--- src/hdl/cpu_regs_map.svh ---
// Offsets, field positions, reset values and steps of the CPU register bank
`ifndef CPU_REGS_MAP_SVH
`define CPU_REGS_MAP_SVH

`define OFS_PROGRAM_COUNTER 4'h0
`define OFS_ACCUMULATOR 4'h1
`define OFS_SECOND_OPERAND 4'h2
`define OFS_INDEX_POINTER 4'h3
`define OFS_EXTRA_POINTER 4'h4
`define OFS_STACK_TOP 4'h5
`define OFS_PROGRAM_STATUS 4'h6

`define BANK_SELECT_HI 15
`define BANK_SELECT_LO 11
`define DIRECT_WINDOW_HI 10
`define DIRECT_WINDOW_LO 8
`define FLAG_HALF_CARRY 7
`define FLAG_IRQ_ENABLE 6
`define FLAG_IRQ_LEVEL_HI 5
`define FLAG_IRQ_LEVEL_LO 4
`define FLAG_NEGATIVE 3
`define FLAG_ZERO 2
`define FLAG_OVERFLOW 1
`define FLAG_CARRY 0

`define RST_PROGRAM_COUNTER 16'h0000
`define RST_DATA_REG 16'h0000
`define RST_PROGRAM_STATUS 16'h0000
`define RST_BANK_SELECT 5'h00
`define RST_DIRECT_WINDOW 3'h0
`define RST_IRQ_LEVEL 2'h0
`define RST_FLAG 1'h0

`define STACK_STEP 16'h0002
`define PC_STEP 16'h0001
`define GPR_AREA_BIT 8'h01
`define PAGE_ZERO_HI 8'h00

`endif

--- src/hdl/cpu_regs_pkg.sv ---
// Types shared by the CPU register bank and its helpers
package cpu_regs_pkg;

  typedef enum logic [3:0] {
    OP_ADD, OP_ADC, OP_SUB, OP_SBC, OP_SHL, OP_SHR, OP_AND, OP_OR, OP_XOR, OP_PASS
  } alu_op_t;

  typedef enum logic [2:0] {
    SEL_FETCH, SEL_GPR, SEL_DIRECT, SEL_INDEXED, SEL_EXTRA, SEL_STACK
  } addr_sel_t;

  typedef struct packed {
    logic half_carry;
    logic negative;
    logic zero;
    logic overflow;
    logic carry;
  } arith_flags_t;

endpackage

--- src/hdl/cpu_register_bank.sv ---
// Dedicated CPU registers, status word, flag update and address generation
// Overview of operation
// - Memory addresses span a flat 64 Kbyte space with banks and vectors inside.
// - A 16-bit program counter holds the current instruction location.
// - 16-bit accumulator takes results; byte operations touch only its low byte.
// - 16-bit second operand pairs with accumulator; byte operations use its low byte.
// - Index pointer, extra pointer and stack top are further 16-bit registers.
// - Status word: bank and window selectors high byte, flags low byte.
// - Register address is zeros, a one, bank selector, then low opcode bits.
// - Direct addresses 0000-007F always reach themselves.
// - Direct 0080-00FF move by window selector; zero keeps them in place.
// - Half carry marks carry or borrow between bits 3 and 4.
// - Interrupt enable flag permits requests when one, cleared by reset.
// - Only requests of higher priority than current level are admitted.
// - Negative flag copies the result's most significant bit.
// - Zero flag is set exactly when the result is zero.
// - Overflow flag marks two's complement overflow of the result.
// - Carry marks carry or borrow out of the top bit; shifts load shifted-out bit.
// - General registers are bytes in memory, eight per bank, 32 banks.
// - Low three opcode bits choose one of eight registers in the bank.
//
// Implementation choices: the register addresses and strobed register access.
`include "cpu_regs_map.svh"
module cpu_register_bank (
  input wire logic clk_i,
  input wire logic rst_n_i,
  input wire logic [3:0] reg_addr_i,
  input wire logic [15:0] reg_wdata_i,
  input wire logic reg_wr_i,
  input wire logic reg_rd_i,
  output logic [15:0] reg_rdata_o,
  input wire logic alu_go_i,
  input wire cpu_regs_pkg::alu_op_t alu_op_i,
  input wire logic alu_byte_i,
  input wire logic pc_inc_i,
  input wire logic pc_load_i,
  input wire logic [15:0] pc_value_i,
  input wire logic sp_push_i,
  input wire logic sp_pop_i,
  input wire cpu_regs_pkg::addr_sel_t mem_sel_i,
  input wire logic [2:0] opcode_lo_i,
  input wire logic [7:0] direct_i,
  input wire logic [7:0] index_disp_i,
  output logic [15:0] mem_addr_o,
  input wire logic irq_req_i,
  input wire logic [1:0] irq_level_i,
  output logic irq_accept_o,
  output logic [15:0] program_counter_o,
  output logic [15:0] program_status_word_o
);
  logic [15:0] program_counter_q;
  logic [15:0] accumulator_q;
  logic [15:0] second_operand_q;
  logic [15:0] index_pointer_q;
  logic [15:0] extra_pointer_q;
  logic [15:0] stack_top_q;
  logic [15:0] program_status_word;
  logic [4:0] bank_select_q;
  logic [2:0] direct_window_sel_q;
  logic half_carry_q;
  logic irq_enable_q;
  logic [1:0] irq_level_q;
  logic negative_q;
  logic zero_q;
  logic overflow_q;
  logic carry_q;
  logic [15:0] reg_rdata_q;
  logic [15:0] mem_addr_q;
  logic irq_accept_q;

  logic [15:0] mem_addr_d;
  logic [15:0] reg_rdata_d;
  logic [15:0] alu_result;
  cpu_regs_pkg::arith_flags_t alu_flags_new;
  logic [15:0] gpr_addr;
  logic [15:0] direct_addr;
  logic [4:0] bank_select;
  logic [2:0] direct_window_sel;
  logic [7:0] condition_flags;
  logic irq_enable;
  logic [1:0] irq_level;
  logic irq_admit;
  logic status_wr;

  function automatic logic bus_hit(input logic [3:0] addr, input logic [3:0] ofs, input logic wr);
    bus_hit = wr && (addr == ofs);
  endfunction

  // Smaller level numbers are more urgent, so a request must carry a smaller number
  function automatic logic level_beats(input logic [1:0] req_level, input logic [1:0] cur_level);
    level_beats = req_level < cur_level;
  endfunction

  // Displacement is signed, so negative offsets reach below the index pointer
  function automatic logic [15:0] indexed(input logic [15:0] base, input logic [7:0] disp);
    indexed = base + {{8{disp[7]}}, disp};
  endfunction

  // Status word is wired from its field registers: selectors high, flags low
  assign condition_flags = {half_carry_q, irq_enable_q, irq_level_q, negative_q, zero_q, overflow_q, carry_q};
  assign program_status_word = {bank_select_q, direct_window_sel_q, condition_flags};
  assign bank_select = bank_select_q;
  assign direct_window_sel = direct_window_sel_q;
  assign irq_enable = irq_enable_q;
  assign irq_level = irq_level_q;
  // One decode of the status word write serves every field register
  assign status_wr = bus_hit(reg_addr_i, `OFS_PROGRAM_STATUS, reg_wr_i);

  alu_flags u_alu_flags (
    .a_i(accumulator_q),
    .t_i(second_operand_q),
    .op_i(alu_op_i),
    .byte_i(alu_byte_i),
    .carry_i(condition_flags[`FLAG_CARRY]),
    .half_i(condition_flags[`FLAG_HALF_CARRY]),
    .result_o(alu_result),
    .flags_o(alu_flags_new)
  );

  addr_gen u_addr_gen (
    .bank_select_i(bank_select),
    .direct_window_sel_i(direct_window_sel),
    .opcode_lo_i(opcode_lo_i),
    .direct_i(direct_i),
    .gpr_addr_o(gpr_addr),
    .direct_addr_o(direct_addr)
  );

  // Program counter: a bus write beats a jump load, which beats the step
  always_ff @(posedge clk_i or negedge rst_n_i) begin
    if (!rst_n_i) begin
      program_counter_q <= `RST_PROGRAM_COUNTER;
    end else if (bus_hit(reg_addr_i, `OFS_PROGRAM_COUNTER, reg_wr_i)) begin
      program_counter_q <= reg_wdata_i;
    end else if (pc_load_i) begin
      program_counter_q <= pc_value_i;
    end else if (pc_inc_i) begin
      program_counter_q <= program_counter_q + `PC_STEP;
    end
  end

  // Accumulator: byte results keep the high byte inside alu_result
  always_ff @(posedge clk_i or negedge rst_n_i) begin
    if (!rst_n_i) begin
      accumulator_q <= `RST_DATA_REG;
    end else if (bus_hit(reg_addr_i, `OFS_ACCUMULATOR, reg_wr_i)) begin
      accumulator_q <= reg_wdata_i;
    end else if (alu_go_i) begin
      accumulator_q <= alu_result;
    end
  end

  // Second operand is written only by the bus; the arithmetic unit and the read mux read it
  always_ff @(posedge clk_i or negedge rst_n_i) begin
    if (!rst_n_i) begin
      second_operand_q <= `RST_DATA_REG;
    end else if (bus_hit(reg_addr_i, `OFS_SECOND_OPERAND, reg_wr_i)) begin
      second_operand_q <= reg_wdata_i;
    end
  end

  always_ff @(posedge clk_i or negedge rst_n_i) begin
    if (!rst_n_i) begin
      index_pointer_q <= `RST_DATA_REG;
    end else if (bus_hit(reg_addr_i, `OFS_INDEX_POINTER, reg_wr_i)) begin
      index_pointer_q <= reg_wdata_i;
    end
  end

  always_ff @(posedge clk_i or negedge rst_n_i) begin
    if (!rst_n_i) begin
      extra_pointer_q <= `RST_DATA_REG;
    end else if (bus_hit(reg_addr_i, `OFS_EXTRA_POINTER, reg_wr_i)) begin
      extra_pointer_q <= reg_wdata_i;
    end
  end

  // Stack grows downward one word per push
  always_ff @(posedge clk_i or negedge rst_n_i) begin
    if (!rst_n_i) begin
      stack_top_q <= `RST_DATA_REG;
    end else if (bus_hit(reg_addr_i, `OFS_STACK_TOP, reg_wr_i)) begin
      stack_top_q <= reg_wdata_i;
    end else if (sp_push_i && !sp_pop_i) begin
      stack_top_q <= stack_top_q - `STACK_STEP;
    end else if (sp_pop_i && !sp_push_i) begin
      stack_top_q <= stack_top_q + `STACK_STEP;
    end
  end

  // Bank selector moves only under software control
  always_ff @(posedge clk_i or negedge rst_n_i) begin
    if (!rst_n_i) begin
      bank_select_q <= `RST_BANK_SELECT;
    end else if (status_wr) begin
      bank_select_q <= reg_wdata_i[`BANK_SELECT_HI:`BANK_SELECT_LO];
    end
  end

  // Window 0 after reset leaves direct addresses where they are
  always_ff @(posedge clk_i or negedge rst_n_i) begin
    if (!rst_n_i) begin
      direct_window_sel_q <= `RST_DIRECT_WINDOW;
    end else if (status_wr) begin
      direct_window_sel_q <= reg_wdata_i[`DIRECT_WINDOW_HI:`DIRECT_WINDOW_LO];
    end
  end

  // Interrupts stay blocked from reset until software sets the enable
  always_ff @(posedge clk_i or negedge rst_n_i) begin
    if (!rst_n_i) begin
      irq_enable_q <= `RST_FLAG;
    end else if (status_wr) begin
      irq_enable_q <= reg_wdata_i[`FLAG_IRQ_ENABLE];
    end
  end

  // Level 0 after reset admits nothing until software relaxes it
  always_ff @(posedge clk_i or negedge rst_n_i) begin
    if (!rst_n_i) begin
      irq_level_q <= `RST_IRQ_LEVEL;
    end else if (status_wr) begin
      irq_level_q <= {reg_wdata_i[`FLAG_IRQ_LEVEL_HI], reg_wdata_i[`FLAG_IRQ_LEVEL_LO]};
    end
  end

  // Arithmetic flags: a software write beats an update in the same cycle
  always_ff @(posedge clk_i or negedge rst_n_i) begin
    if (!rst_n_i) begin
      half_carry_q <= `RST_FLAG;
    end else if (status_wr) begin
      half_carry_q <= reg_wdata_i[`FLAG_HALF_CARRY];
    end else if (alu_go_i) begin
      half_carry_q <= alu_flags_new.half_carry;
    end
  end

  // Negative follows the top bit of the byte or word result
  always_ff @(posedge clk_i or negedge rst_n_i) begin
    if (!rst_n_i) begin
      negative_q <= `RST_FLAG;
    end else if (status_wr) begin
      negative_q <= reg_wdata_i[`FLAG_NEGATIVE];
    end else if (alu_go_i) begin
      negative_q <= alu_flags_new.negative;
    end
  end

  // Zero looks only at the width that the operation used
  always_ff @(posedge clk_i or negedge rst_n_i) begin
    if (!rst_n_i) begin
      zero_q <= `RST_FLAG;
    end else if (status_wr) begin
      zero_q <= reg_wdata_i[`FLAG_ZERO];
    end else if (alu_go_i) begin
      zero_q <= alu_flags_new.zero;
    end
  end

  // Logic, shift and move results clear overflow
  always_ff @(posedge clk_i or negedge rst_n_i) begin
    if (!rst_n_i) begin
      overflow_q <= `RST_FLAG;
    end else if (status_wr) begin
      overflow_q <= reg_wdata_i[`FLAG_OVERFLOW];
    end else if (alu_go_i) begin
      overflow_q <= alu_flags_new.overflow;
    end
  end

  // Shifts load the bit shifted out instead of a carry
  always_ff @(posedge clk_i or negedge rst_n_i) begin
    if (!rst_n_i) begin
      carry_q <= `RST_FLAG;
    end else if (status_wr) begin
      carry_q <= reg_wdata_i[`FLAG_CARRY];
    end else if (alu_go_i) begin
      carry_q <= alu_flags_new.carry;
    end
  end

  // Memory address for the next access, all inside the 64 Kbyte space
  always_comb begin
    case (mem_sel_i)
      cpu_regs_pkg::SEL_FETCH: mem_addr_d = program_counter_q;
      cpu_regs_pkg::SEL_GPR: mem_addr_d = gpr_addr;
      cpu_regs_pkg::SEL_DIRECT: mem_addr_d = direct_addr;
      cpu_regs_pkg::SEL_INDEXED: mem_addr_d = indexed(index_pointer_q, index_disp_i);
      cpu_regs_pkg::SEL_EXTRA: mem_addr_d = extra_pointer_q;
      cpu_regs_pkg::SEL_STACK: mem_addr_d = stack_top_q;
      default: mem_addr_d = program_counter_q;
    endcase
  end

  always_ff @(posedge clk_i or negedge rst_n_i) begin
    if (!rst_n_i) begin
      mem_addr_q <= 16'h0000;
    end else begin
      mem_addr_q <= mem_addr_d;
    end
  end

  // An equal level waits, so level 3 still admits the three more urgent ones
  assign irq_admit = irq_req_i && irq_enable && level_beats(irq_level_i, irq_level);

  always_ff @(posedge clk_i or negedge rst_n_i) begin
    if (!rst_n_i) begin
      irq_accept_q <= 1'b0;
    end else begin
      irq_accept_q <= irq_admit;
    end
  end

  // Read mux; unmapped offsets read zero
  always_comb begin
    case (reg_addr_i)
      `OFS_PROGRAM_COUNTER: reg_rdata_d = program_counter_q;
      `OFS_ACCUMULATOR: reg_rdata_d = accumulator_q;
      `OFS_SECOND_OPERAND: reg_rdata_d = second_operand_q;
      `OFS_INDEX_POINTER: reg_rdata_d = index_pointer_q;
      `OFS_EXTRA_POINTER: reg_rdata_d = extra_pointer_q;
      `OFS_STACK_TOP: reg_rdata_d = stack_top_q;
      `OFS_PROGRAM_STATUS: reg_rdata_d = program_status_word;
      default: reg_rdata_d = 16'h0000;
    endcase
  end

  // Read data stand for one cycle only, zero otherwise
  always_ff @(posedge clk_i or negedge rst_n_i) begin
    if (!rst_n_i) begin
      reg_rdata_q <= 16'h0000;
    end else if (reg_rd_i) begin
      reg_rdata_q <= reg_rdata_d;
    end else begin
      reg_rdata_q <= 16'h0000;
    end
  end

  assign reg_rdata_o = reg_rdata_q;
  assign mem_addr_o = mem_addr_q;
  assign irq_accept_o = irq_accept_q;
  assign program_counter_o = program_counter_q;
  assign program_status_word_o = program_status_word;

endmodule // cpu_register_bank

--- src/hdl/alu_flags.sv ---
// Arithmetic result and condition flags for byte and word operations
module alu_flags (
  input wire logic [15:0] a_i,
  input wire logic [15:0] t_i,
  input wire cpu_regs_pkg::alu_op_t op_i,
  input wire logic byte_i,
  input wire logic carry_i,
  input wire logic half_i,
  output logic [15:0] result_o,
  output cpu_regs_pkg::arith_flags_t flags_o
);
  logic sub;
  logic cin;
  logic [15:0] b;
  logic [16:0] sum;
  logic [8:0] sum8;
  logic [4:0] nib;
  logic msb_a;
  logic msb_b;
  logic msb_r;

  always_comb begin
    sub = (op_i == cpu_regs_pkg::OP_SUB) || (op_i == cpu_regs_pkg::OP_SBC);
    case (op_i)
      cpu_regs_pkg::OP_ADC: cin = carry_i;
      cpu_regs_pkg::OP_SUB: cin = 1'b1;
      cpu_regs_pkg::OP_SBC: cin = ~carry_i;
      default: cin = 1'b0;
    endcase
    b = sub ? ~t_i : t_i;
    sum = {1'b0, a_i} + {1'b0, b} + {16'h0000, cin};
    sum8 = {1'b0, a_i[7:0]} + {1'b0, b[7:0]} + {8'h00, cin};
    nib = {1'b0, a_i[3:0]} + {1'b0, b[3:0]} + {4'h0, cin};
    flags_o = '0;
    flags_o.half_carry = half_i;
    flags_o.carry = carry_i;
    case (op_i)
      cpu_regs_pkg::OP_ADD, cpu_regs_pkg::OP_ADC, cpu_regs_pkg::OP_SUB, cpu_regs_pkg::OP_SBC: begin
        result_o = byte_i ? {a_i[15:8], sum8[7:0]} : sum[15:0];
        flags_o.half_carry = nib[4] ^ sub;
        flags_o.carry = (byte_i ? sum8[8] : sum[16]) ^ sub;
      end
      cpu_regs_pkg::OP_SHL: begin
        result_o = byte_i ? {a_i[15:8], a_i[6:0], 1'b0} : {a_i[14:0], 1'b0};
        flags_o.carry = byte_i ? a_i[7] : a_i[15];
      end
      cpu_regs_pkg::OP_SHR: begin
        result_o = byte_i ? {a_i[15:8], 1'b0, a_i[7:1]} : {1'b0, a_i[15:1]};
        flags_o.carry = a_i[0];
      end
      cpu_regs_pkg::OP_AND: result_o = byte_i ? {a_i[15:8], a_i[7:0] & t_i[7:0]} : a_i & t_i;
      cpu_regs_pkg::OP_OR: result_o = byte_i ? {a_i[15:8], a_i[7:0] | t_i[7:0]} : a_i | t_i;
      cpu_regs_pkg::OP_XOR: result_o = byte_i ? {a_i[15:8], a_i[7:0] ^ t_i[7:0]} : a_i ^ t_i;
      default: result_o = byte_i ? {a_i[15:8], t_i[7:0]} : t_i;
    endcase
    msb_a = byte_i ? a_i[7] : a_i[15];
    msb_b = byte_i ? b[7] : b[15];
    msb_r = byte_i ? result_o[7] : result_o[15];
    flags_o.negative = msb_r;
    flags_o.zero = byte_i ? (result_o[7:0] == 8'h00) : (result_o == 16'h0000);
    // Logical, shift and move operations cannot overflow
    flags_o.overflow = (op_i <= cpu_regs_pkg::OP_SBC) && (msb_a == msb_b) && (msb_r != msb_a);
  end
endmodule // alu_flags

--- src/hdl/addr_gen.sv ---
// Register-bank and direct-window address generation
`include "cpu_regs_map.svh"
module addr_gen (
  input wire logic [4:0] bank_select_i,
  input wire logic [2:0] direct_window_sel_i,
  input wire logic [2:0] opcode_lo_i,
  input wire logic [7:0] direct_i,
  output logic [15:0] gpr_addr_o,
  output logic [15:0] direct_addr_o
);
  function automatic logic [15:0] gpr_addr(input logic [4:0] bank, input logic [2:0] sel);
    gpr_addr = {`GPR_AREA_BIT, bank, sel};
  endfunction

  function automatic logic [15:0] direct_map(input logic [2:0] win, input logic [7:0] ofs);
    logic [3:0] blk;
    blk = {1'b0, win} + 4'h1;
    // Window 0 lands on 0080..00FF, so no special case is needed for it
    if (!ofs[7]) begin
      direct_map = {`PAGE_ZERO_HI, ofs};
    end else begin
      direct_map = {5'h00, blk, ofs[6:0]};
    end
  endfunction

  assign gpr_addr_o = gpr_addr(bank_select_i, opcode_lo_i);
  assign direct_addr_o = direct_map(direct_window_sel_i, direct_i);
endmodule // addr_gen

--- config.mk ---
export PLATFORM = sky130hd
export DESIGN_NAME = cpu_register_bank
export DESIGN_NICKNAME = d
export VERILOG_FILES = /design/src/hdl/cpu_regs_pkg.sv /design/src/hdl/cpu_register_bank.sv /design/src/hdl/alu_flags.sv /design/src/hdl/addr_gen.sv
export VERILOG_INCLUDE_DIRS = /design/src /design/src/hdl
export SDC_FILE = /design/constraint.sdc
export NUM_CORES = 1
export LEC_CHECK = 0
export ABC_AREA = 1
export BUFFER_PORTS_ARGS = -buffer_cell sky130_fd_sc_hd__buf_4
export CORE_ASPECT_RATIO = 1.2
export CORE_MARGIN = 2
export CORE_UTILIZATION = 45
export DETAILED_ROUTE_END_ITERATION = 6
export HOLD_SLACK_MARGIN = 0.03
export SYNTH_ARGS = -nofsm -noshare
export SYNTH_HDL_FRONTEND = slang
export SYNTH_SLANG_ARGS = --single-unit
--- constraint.sdc ---
create_clock -name clk_i -period 4.2 [get_ports clk_i]
set_clock_uncertainty 0.1 [all_clocks]
set_input_delay 0.63 -clock clk_i [delete_from_list [all_inputs] [get_ports clk_i]]
set_output_delay 0.63 -clock clk_i [all_outputs]
set_load 0.05 [all_outputs]
==> results of run 1 <==
-- sequential cells by signal (all words and copies together), names as in the netlist --
name,cells
zero_q,1
extra_pointer_q,16
reg_rdata_o,16
stack_top_q,16
second_operand_q,16
irq_enable,1
mem_addr_o,16
irq_level,2
bank_select,5
negative_q,1
index_pointer_q,16
half_carry_q,1
irq_accept_o,1
carry_q,1
program_counter_o,16
accumulator_q,16
overflow_q,1
direct_window_sel,3
-- worst max-delay path, stage by stage --
cell and delay, ns:
buf_4 0.15, nor2_2 0.12, inv_2 0.16, nor2_8 0.19, buf_4 0.26, xor2_1 0.20
inv_1 0.06, ha_1 0.36, nand2_1 0.14, nor2_1 0.21, nand3_1 0.17, nand4_1 0.14
nand3_1 0.09, nand2_1 0.08, nand2_1 0.05, nand2_1 0.08, nand2_1 0.09, nor2_1 0.12
nand2_1 0.06, nand2_1 0.11, nand2_1 0.07, nand2_1 0.05
-- routing by layer --
metal | vias up | part of all wire | global-route usage
li1 | 5537 | - | -
met1 | 5478 | 0.41 | 0.415
met2 | 492 | 0.48 | 0.575
met3 | 115 | 0.064 | 0.0501
met4 | 0 | 0.054 | 0.177
met5 | - | 0 | 0
-- power by group --
| group | switching, W | internal, W | leakage (nW) |
|---|---|---|---|
| logic | 0.00174 | 0.000889 | 4.53 |
| registers | 0.000408 | 0.00168 | 1.81 |
| clock network | 0.000681 | 0.000796 | 0.271 |
| total | 0.00282 | 0.00337 | 6.61 |
-- metrics by stage --
| step | worst slack, ns | cells |
|---|---|---|
| after floorplan | 0.922 | 1575 |
| after global placement | 0.466 | 1998 |
| after detailed placement | 0.434 | 1998 |
| after CTS | 0.884 | 2030 |
| after global routing | 0.637 | 2030 |
| final | 0.881 | 2030 |
-- cells in the final DEF, fill, tap and decap left out, types with 3 or more instances in the layout --
cell type,n
nand2_2,4
inv_1,213
a2111oi_0,3
nor4_1,3
xnor2_1,5
o22ai_1,43
dfrtp_1,145
inv_2,7
o2111ai_1,8
a31oi_1,12
and2_1,3
o21ai_1,6
o221ai_1,24
o211ai_1,13
clkbuf_16,17
inv_6,4
clkinv_4,5
nand2_1,390
nor2_1,126
a21oi_1,92
buf_4,151
a21o_1,3
or2_2,9
a221oi_1,25
xor2_1,32
o21bai_1,11
a211oi_1,4
ha_1,78
nand3_1,62
o21ai_0,149
nand4_1,9
fa_1,4
nand3b_1,4
a41oi_1,4
nor3_1,7
-- Yosys cell counts (all sizes together) (12+ instances only) --
cell	count
nand2	394
inv	220
o21ai	155
dfrtp	145
nor2	131
a21oi	93
ha	78
nand3	63
o22ai	43
xor2	33
clkbuf	30
a221oi	25
buf	24
o221ai	24
o211ai	13
a31oi	12
-- worst paths after layout --
path	endpoint	startpoint	depth (start not counted)	slack, ns
min in group clk_i	mem_addr_o[0]	opcode_lo_i[0]	3	0.33
max in group asynchronous	index_pointer_q[1]	rst_n_i	2	3.02
setup reg to reg	zero_q	carry_q	18	0.98
hold reg to reg	extra_pointer_q[1]	extra_pointer_q[1]	2	0.39
hold / removal	mem_addr_o[1]	rst_n_i	1	0.1
setup / recovery	zero_q	alu_op_i[3]	22	0.88
-- cell type report --
class,count,share of cell area
Multi-Input combinational cell,1155,0.496
Sequential cell,145,0.279
Timing Repair Buffer,152,0.0879
Inverter,221,0.0637
Clock buffer,19,0.0348
Tap cell,325,0.0312
Clock inverter,13,0.00797
-- kinds of logic (layout without fill, tap and decap cells) --
logic type,count (synthesis),count (layout)
buffers and inverters,275,405
adder cells (fa/ha/maj),82,82
AO/OA/AOI/OAI,408,408
XOR/XNOR,38,38
flip-flops,145,145
AND/OR/NAND/NOR,627,627
==> flow_summary.toml, run 1 <==
[placed_design]
port_buffers = 139
place.gp.congestion = 0.970
post_dp_cell_area_um2 = 12500
dp_hpwl_um = 34000

[synth]
syn_inst = 1575
synth-xor-area-share = 0.0305
synth_nets = 1732
ys_seq_area_frac = 0.325
synthMuxAreaShare = 0
yosysWarnings = 0
yosys.cell_types.count = 52
synth_top_family_by_area = "simple AND/OR/NAND/NOR gates"
yosysTopAreaCellShare = 0.325
synth_fa_ha_area_frac = 0.0946
async_flop_share = 1.00
syn-cell-area_um2 = 11200
synth_simple_gate_area_frac = 0.233
synth-seq-cells = 145
synth_top_cell_by_area = "dfrtp_1"
synthFlopType = "dfrtp_1"
synth_compound_area_frac = 0.221
synth_edf_count = 0
netlist_top_cells_area = "dfrtp_1 (33%), nand2_1 (13%), ha_1 (8.7%)"
avgSynthCellArea_um2 = 7.09

[floorplan]
start_util = 0.455
dieArea_um2 = 26100
core_um2 = 24500
num_rows = 63
die_h_um = 177
die_x_um = 148
boundaryPins = 140

[clock_network]
cts.path.max_buffers = 2
ctsHoldBuffers = 0
clkLatencyLatePin_ns = 0.44
cts_sinks = 145
cts_tree = "yes"
cts_setup_buffers = 0
numCtsBuffers = 17
cts_root_buf = "clkbuf_16"
cts.clk_slew.worst_paths_ns = 0.07
htreeDepth = 4
cts.repair.resized = 0

[timing]
rsz0062_at_grt = "false"
period_share = 0.790
tns_ns = 0
timing.fmax_mhz = 301
worst_pin_slew_ns = 1.13
hold_ws_ns = 0.0988
finalCriticalPeriod_ns = 3.32
maxSlewHeadroom = 0.247
hold_viol = 0
slew_viol_final = 0
final-setup-viol-count = 0

[global_routing]
grt_util_all_layers = 0.338
grt_pass1_vias = 11169
grt_max_degree = 66
overflow = 0
grt_pass1_wl_um = 66500
antenna_found_initial = 0

[drt]
dr_total_vias = 11622
vias_per_cell = 5.73
wire_per_inst_um = 21.6
drt-total-wl_um = 43800
first_iter_violations = 1016
drc = 0
dr.pass1.iters = 5
final_antenna_net_count = 0

[finish]
multi_input_area_um2 = 6460
fin_nets = 1849
n_fill_cell = 2504
seq_area_um2 = 3630
antenna_cells = 0
drive_gt1_frac = 0.126
syn_to_final_growth_pct = 16.7
fin_util = 0.531
final_area_um2 = 13000

[power]
p_total_w = 0.00619
power.density_nw_per_um2 = 476
ir_worst_vdd_mv = 0.222
p_leak_nw = 6.61

[hold_path]
hold_class = "in -> async"

[worst_setup_path]
critPathCaptureType = "flip-flop"
cp_max_fo = 14
startpoint_type = "primary input"
crit_required_ns = 4.49
critPathArrivalTime_ns = 3.61
crit_type = "in -> reg"

[status]
status = "completed"

[job]
drv_cap = 0
Note: power is estimated with default switching activity, not from simulation.
==> run 2, diff against run 1 <==
--- a/config.mk
+++ b/config.mk
@@ -6,13 +6,14 @@
 export SDC_FILE = /design/constraint.sdc
 export NUM_CORES = 1
 export LEC_CHECK = 0
-export ABC_AREA = 1
+export ABC_AREA = 0
 export BUFFER_PORTS_ARGS = -buffer_cell sky130_fd_sc_hd__buf_4
 export CORE_ASPECT_RATIO = 1.2
 export CORE_MARGIN = 2
 export CORE_UTILIZATION = 45
 export DETAILED_ROUTE_END_ITERATION = 6
 export HOLD_SLACK_MARGIN = 0.03
+export PLACE_DENSITY = 0.67
 export SYNTH_ARGS = -nofsm -noshare
 export SYNTH_HDL_FRONTEND = slang
 export SYNTH_SLANG_ARGS = --single-unit
==> constraint.sdc (replaced) <==
create_clock -name clk_i -period 2.75 [get_ports clk_i]
set_clock_uncertainty 0.1 [all_clocks]
set_input_delay 0.4125 -clock clk_i [delete_from_list [all_inputs] [get_ports clk_i]]
set_output_delay 0.4125 -clock clk_i [all_outputs]
set_load 0.05 [all_outputs]
==> run 2 against run 1 <==
- the run now ends with setup timing left
- synthesized area barely moved
- global-route usage fell by 0.098 points
- first-iteration DRC count rose by 29%
- final cell count fell by 4.5%
==> flow_summary.toml, run 2 <==
[status]
status = "finished, violations left"
violations = "setup timing"

[drt]
final_antenna_net_count = 0
dr.pass1.iters = 6
vias_per_cell = 6.12
first_iter_violations = 1308
wire_per_inst_um = 22.9
drc = 0
drt-total-wl_um = 44300
dr_total_vias = 11854

[worst_setup_path]
reg2reg_to = "overflow_q"
critPathCaptureType = "flip-flop"
path_cells = "nand2_1 -> xnor2_1 -> nor2_1 -> fa_2 -> buf_4 -> buf_6 -> a21o_1 -> and4_4 -> nor3_4 -> nor3_2 -> o31ai_2 -> a31oi_4 -> or4_1 -> a211o_1 -> nand2_1"
cpPeakStageDelay_ns = 0.53
critPathArrivalTime_ns = 3.70
crit_type = "reg -> reg"
setup.worst_path.start = "carry_q"
cp_max_fo = 3
crit_required_ns = 3.02
reg2regPathDepth = 15
startpoint_type = "flip-flop"
critPathSlowestCell = "or4_1"
critPathMostFrequentCell = "nand2_1"
reg2reg_from = "carry_q"
r2r_slack_ns = -0.68

[power]
p_sw_w = 0.00478
power.internal_w = 0.00680
p_clk_frac = 0.198
p_leak_nw = 6.96
comb_power_share = 0.530
ir_worst_vdd_mv = 0.397
swShare = 0.413
power.density_nw_per_um2 = 769
seq_power_share = 0.272

[timing]
rsz0062_at_grt = "true"
timing.final.ws_setup_ns = -0.680
hold_viol = 0
finalCriticalPeriod_ns = 3.43
final-setup-viol-count = 17
slew_viol_final = 0
timing.fmax_mhz = 292
maxSlewHeadroom = 0.464
tns_ns = -6.53
period_share = 1.25
worst_pin_slew_ns = 0.802

[synth]
avgSynthCellArea_um2 = 8.61
synth_top_cell_by_area = "dfrtp_1"
synth_most_common_cell = "dfrtp_1"
synth_common_cells = "dfrtp_1 (145), nand2_1 (142), o21ai_0 (110)"
yosysWarnings = 0
netlist_top_cells_area = "dfrtp_1 (32%), ha_1 (8.7%), mux2_2 (6.2%)"
yosys.cell_types.count = 69
synth-seq-cells = 145
yosysTopAreaCellShare = 0.325
synth_edf_count = 0
ys_seq_area_frac = 0.325
synth_nets = 1455
syn_inst = 1298
async_flop_share = 1.00
syn-cell-area_um2 = 11200
synthFlopType = "dfrtp_1"

[global_routing]
grt_util_all_layers = 0.337
grt_max_degree = 56
antenna_found_initial = 0
grt_pass1_wl_um = 67000
overflow = 0
grt_pass1_vias = 11585

[job]
drv_cap = 0

[finish]
n_fill_cell = 2161
antenna_cells = 0
syn_to_final_growth_pct = 34.7
final_cell_count_no_fill = 1938
final_common_cell = "buf_4"
drive_gt1_frac = 0.337
fin_nets = 1757
final_cell_mix = "buf_4 (354), dfrtp_1 (145), nand2_1 (137)"

[placed_design]
port_buffers = 139
place_inst = 1891
dp_hpwl_um = 33600
place.gp.congestion = 1.03

[floorplan]
die_x_um = 148
core_um2 = 24600
dieArea_um2 = 26100
num_rows = 63
die_h_um = 177
boundaryPins = 140
start_util = 0.454

[clock_network]
cts_root_buf = "clkbuf_16"
cts.clk_slew.worst_paths_ns = 0.06
cts_sinks = 145
cts.path.max_buffers = 2
clkLatencyLatePin_ns = 0.43
htreeDepth = 4
numCtsBuffers = 17
cts_tree = "yes"

[hold_path]
hold_depth = 3
hp-start = "irq_req_i"
hold_class = "in -> reg"
hold_end = "irq_accept_o"
-- run 2: power by group through the flow --
stage               Combinational [W]  Clock (W)  Sequential (W)
floorplan                     0.00286          0         0.00339
global placement              0.00542          0         0.00314
detailed placement            0.00552          0         0.00315
CTS                           0.00587    0.00230         0.00311
global route                  0.00659    0.00241         0.00318
finish                        0.00614    0.00230         0.00315
-- run 2: how the worst max path moves through the flow --
stage                     cells after the start          to  slack [ns]
after floorplan                              17      zero_q       -0.97
after global placement                       16  overflow_q       -0.98
after detailed placement                     16  overflow_q       -1.01
after CTS                                    13      zero_q       -0.61
after global routing                         13      zero_q       -0.82
final                                        15  overflow_q       -0.68
-- run 2: cells by family after synthesis --
| group | share of synthesized area |
|---|---|
| AO/OA/AOI/OAI | 0.235 |
| AND/OR/NAND/NOR | 0.148 |
| flip-flops | 0.325 |
| buffers and inverters | 0.0507 |
| multiplexers | 0.0961 |
| adder cells (fa/ha/maj) | 0.0945 |
| XOR/XNOR | 0.0509 |
-- run 2: stage by stage --
| step | area [um2] | setup WS, ns | hold WS (ns) | utilization | total power, W |
|---|---|---|---|---|---|
| 2_1_floorplan | 11300 | -0.969 | 0.0169 | - | 0.00625 |
| 3_3_place_gp | 14000 | -0.976 | 0.295 | 0.568 | 0.00857 |
| 3_5_place_dp | 14000 | -1.01 | 0.300 | 0.568 | 0.00867 |
| 4_1_cts | 14900 | -0.613 | 0.115 | 0.606 | 0.0113 |
| 5_1_grt | 15100 | -0.823 | 0.120 | 0.612 | 0.0122 |
| 6_report | 15100 | -0.680 | 0.124 | 0.612 | 0.0116 |
-- run 2: per-layer routing --
metal / share of wire / global-route usage
met3: 0.076 / 0.0526
met4: 0.069 / 0.205
met2: 0.47 / 0.558
met1: 0.39 / 0.414
met5: 0 / 0
-- run 2: worst max-delay path: cells and delay by family (launching register included) --
kind / cells / cell delay [ns]
adder cells (fa/ha/maj): 1 / 0.36
AO/OA/AOI/OAI: 4 / 0.88
flip-flops: 1 / 0.39
AND/OR/NAND/NOR: 7 / 1.23
buffers and inverters: 2 / 0.26
XOR/XNOR: 1 / 0.15
-- run 2: area by class of cell --
cell class              instances  area [um2]  area share
repair buffers                364        2790       0.186
multi-input cells            1014        7420       0.493
flip-flops and latches        145        3630       0.241
clock buffers                  23         498      0.0331
well taps                     325         407      0.0270
clock inverters                 9        80.1     0.00532
inverters                      58         225      0.0150
-- run 2: what timing repair did --
| item | CTS | global route |
|---|---|---|
| hold endpoints to repair | 51 | 0 |
| resized for setup | 68 | 33 |
| pin swaps | 31 | 32 |
| hold buffers | 1 | 0 |
| setup endpoints to repair | 19 | 24 |
| setup buffers | 14 | 11 |
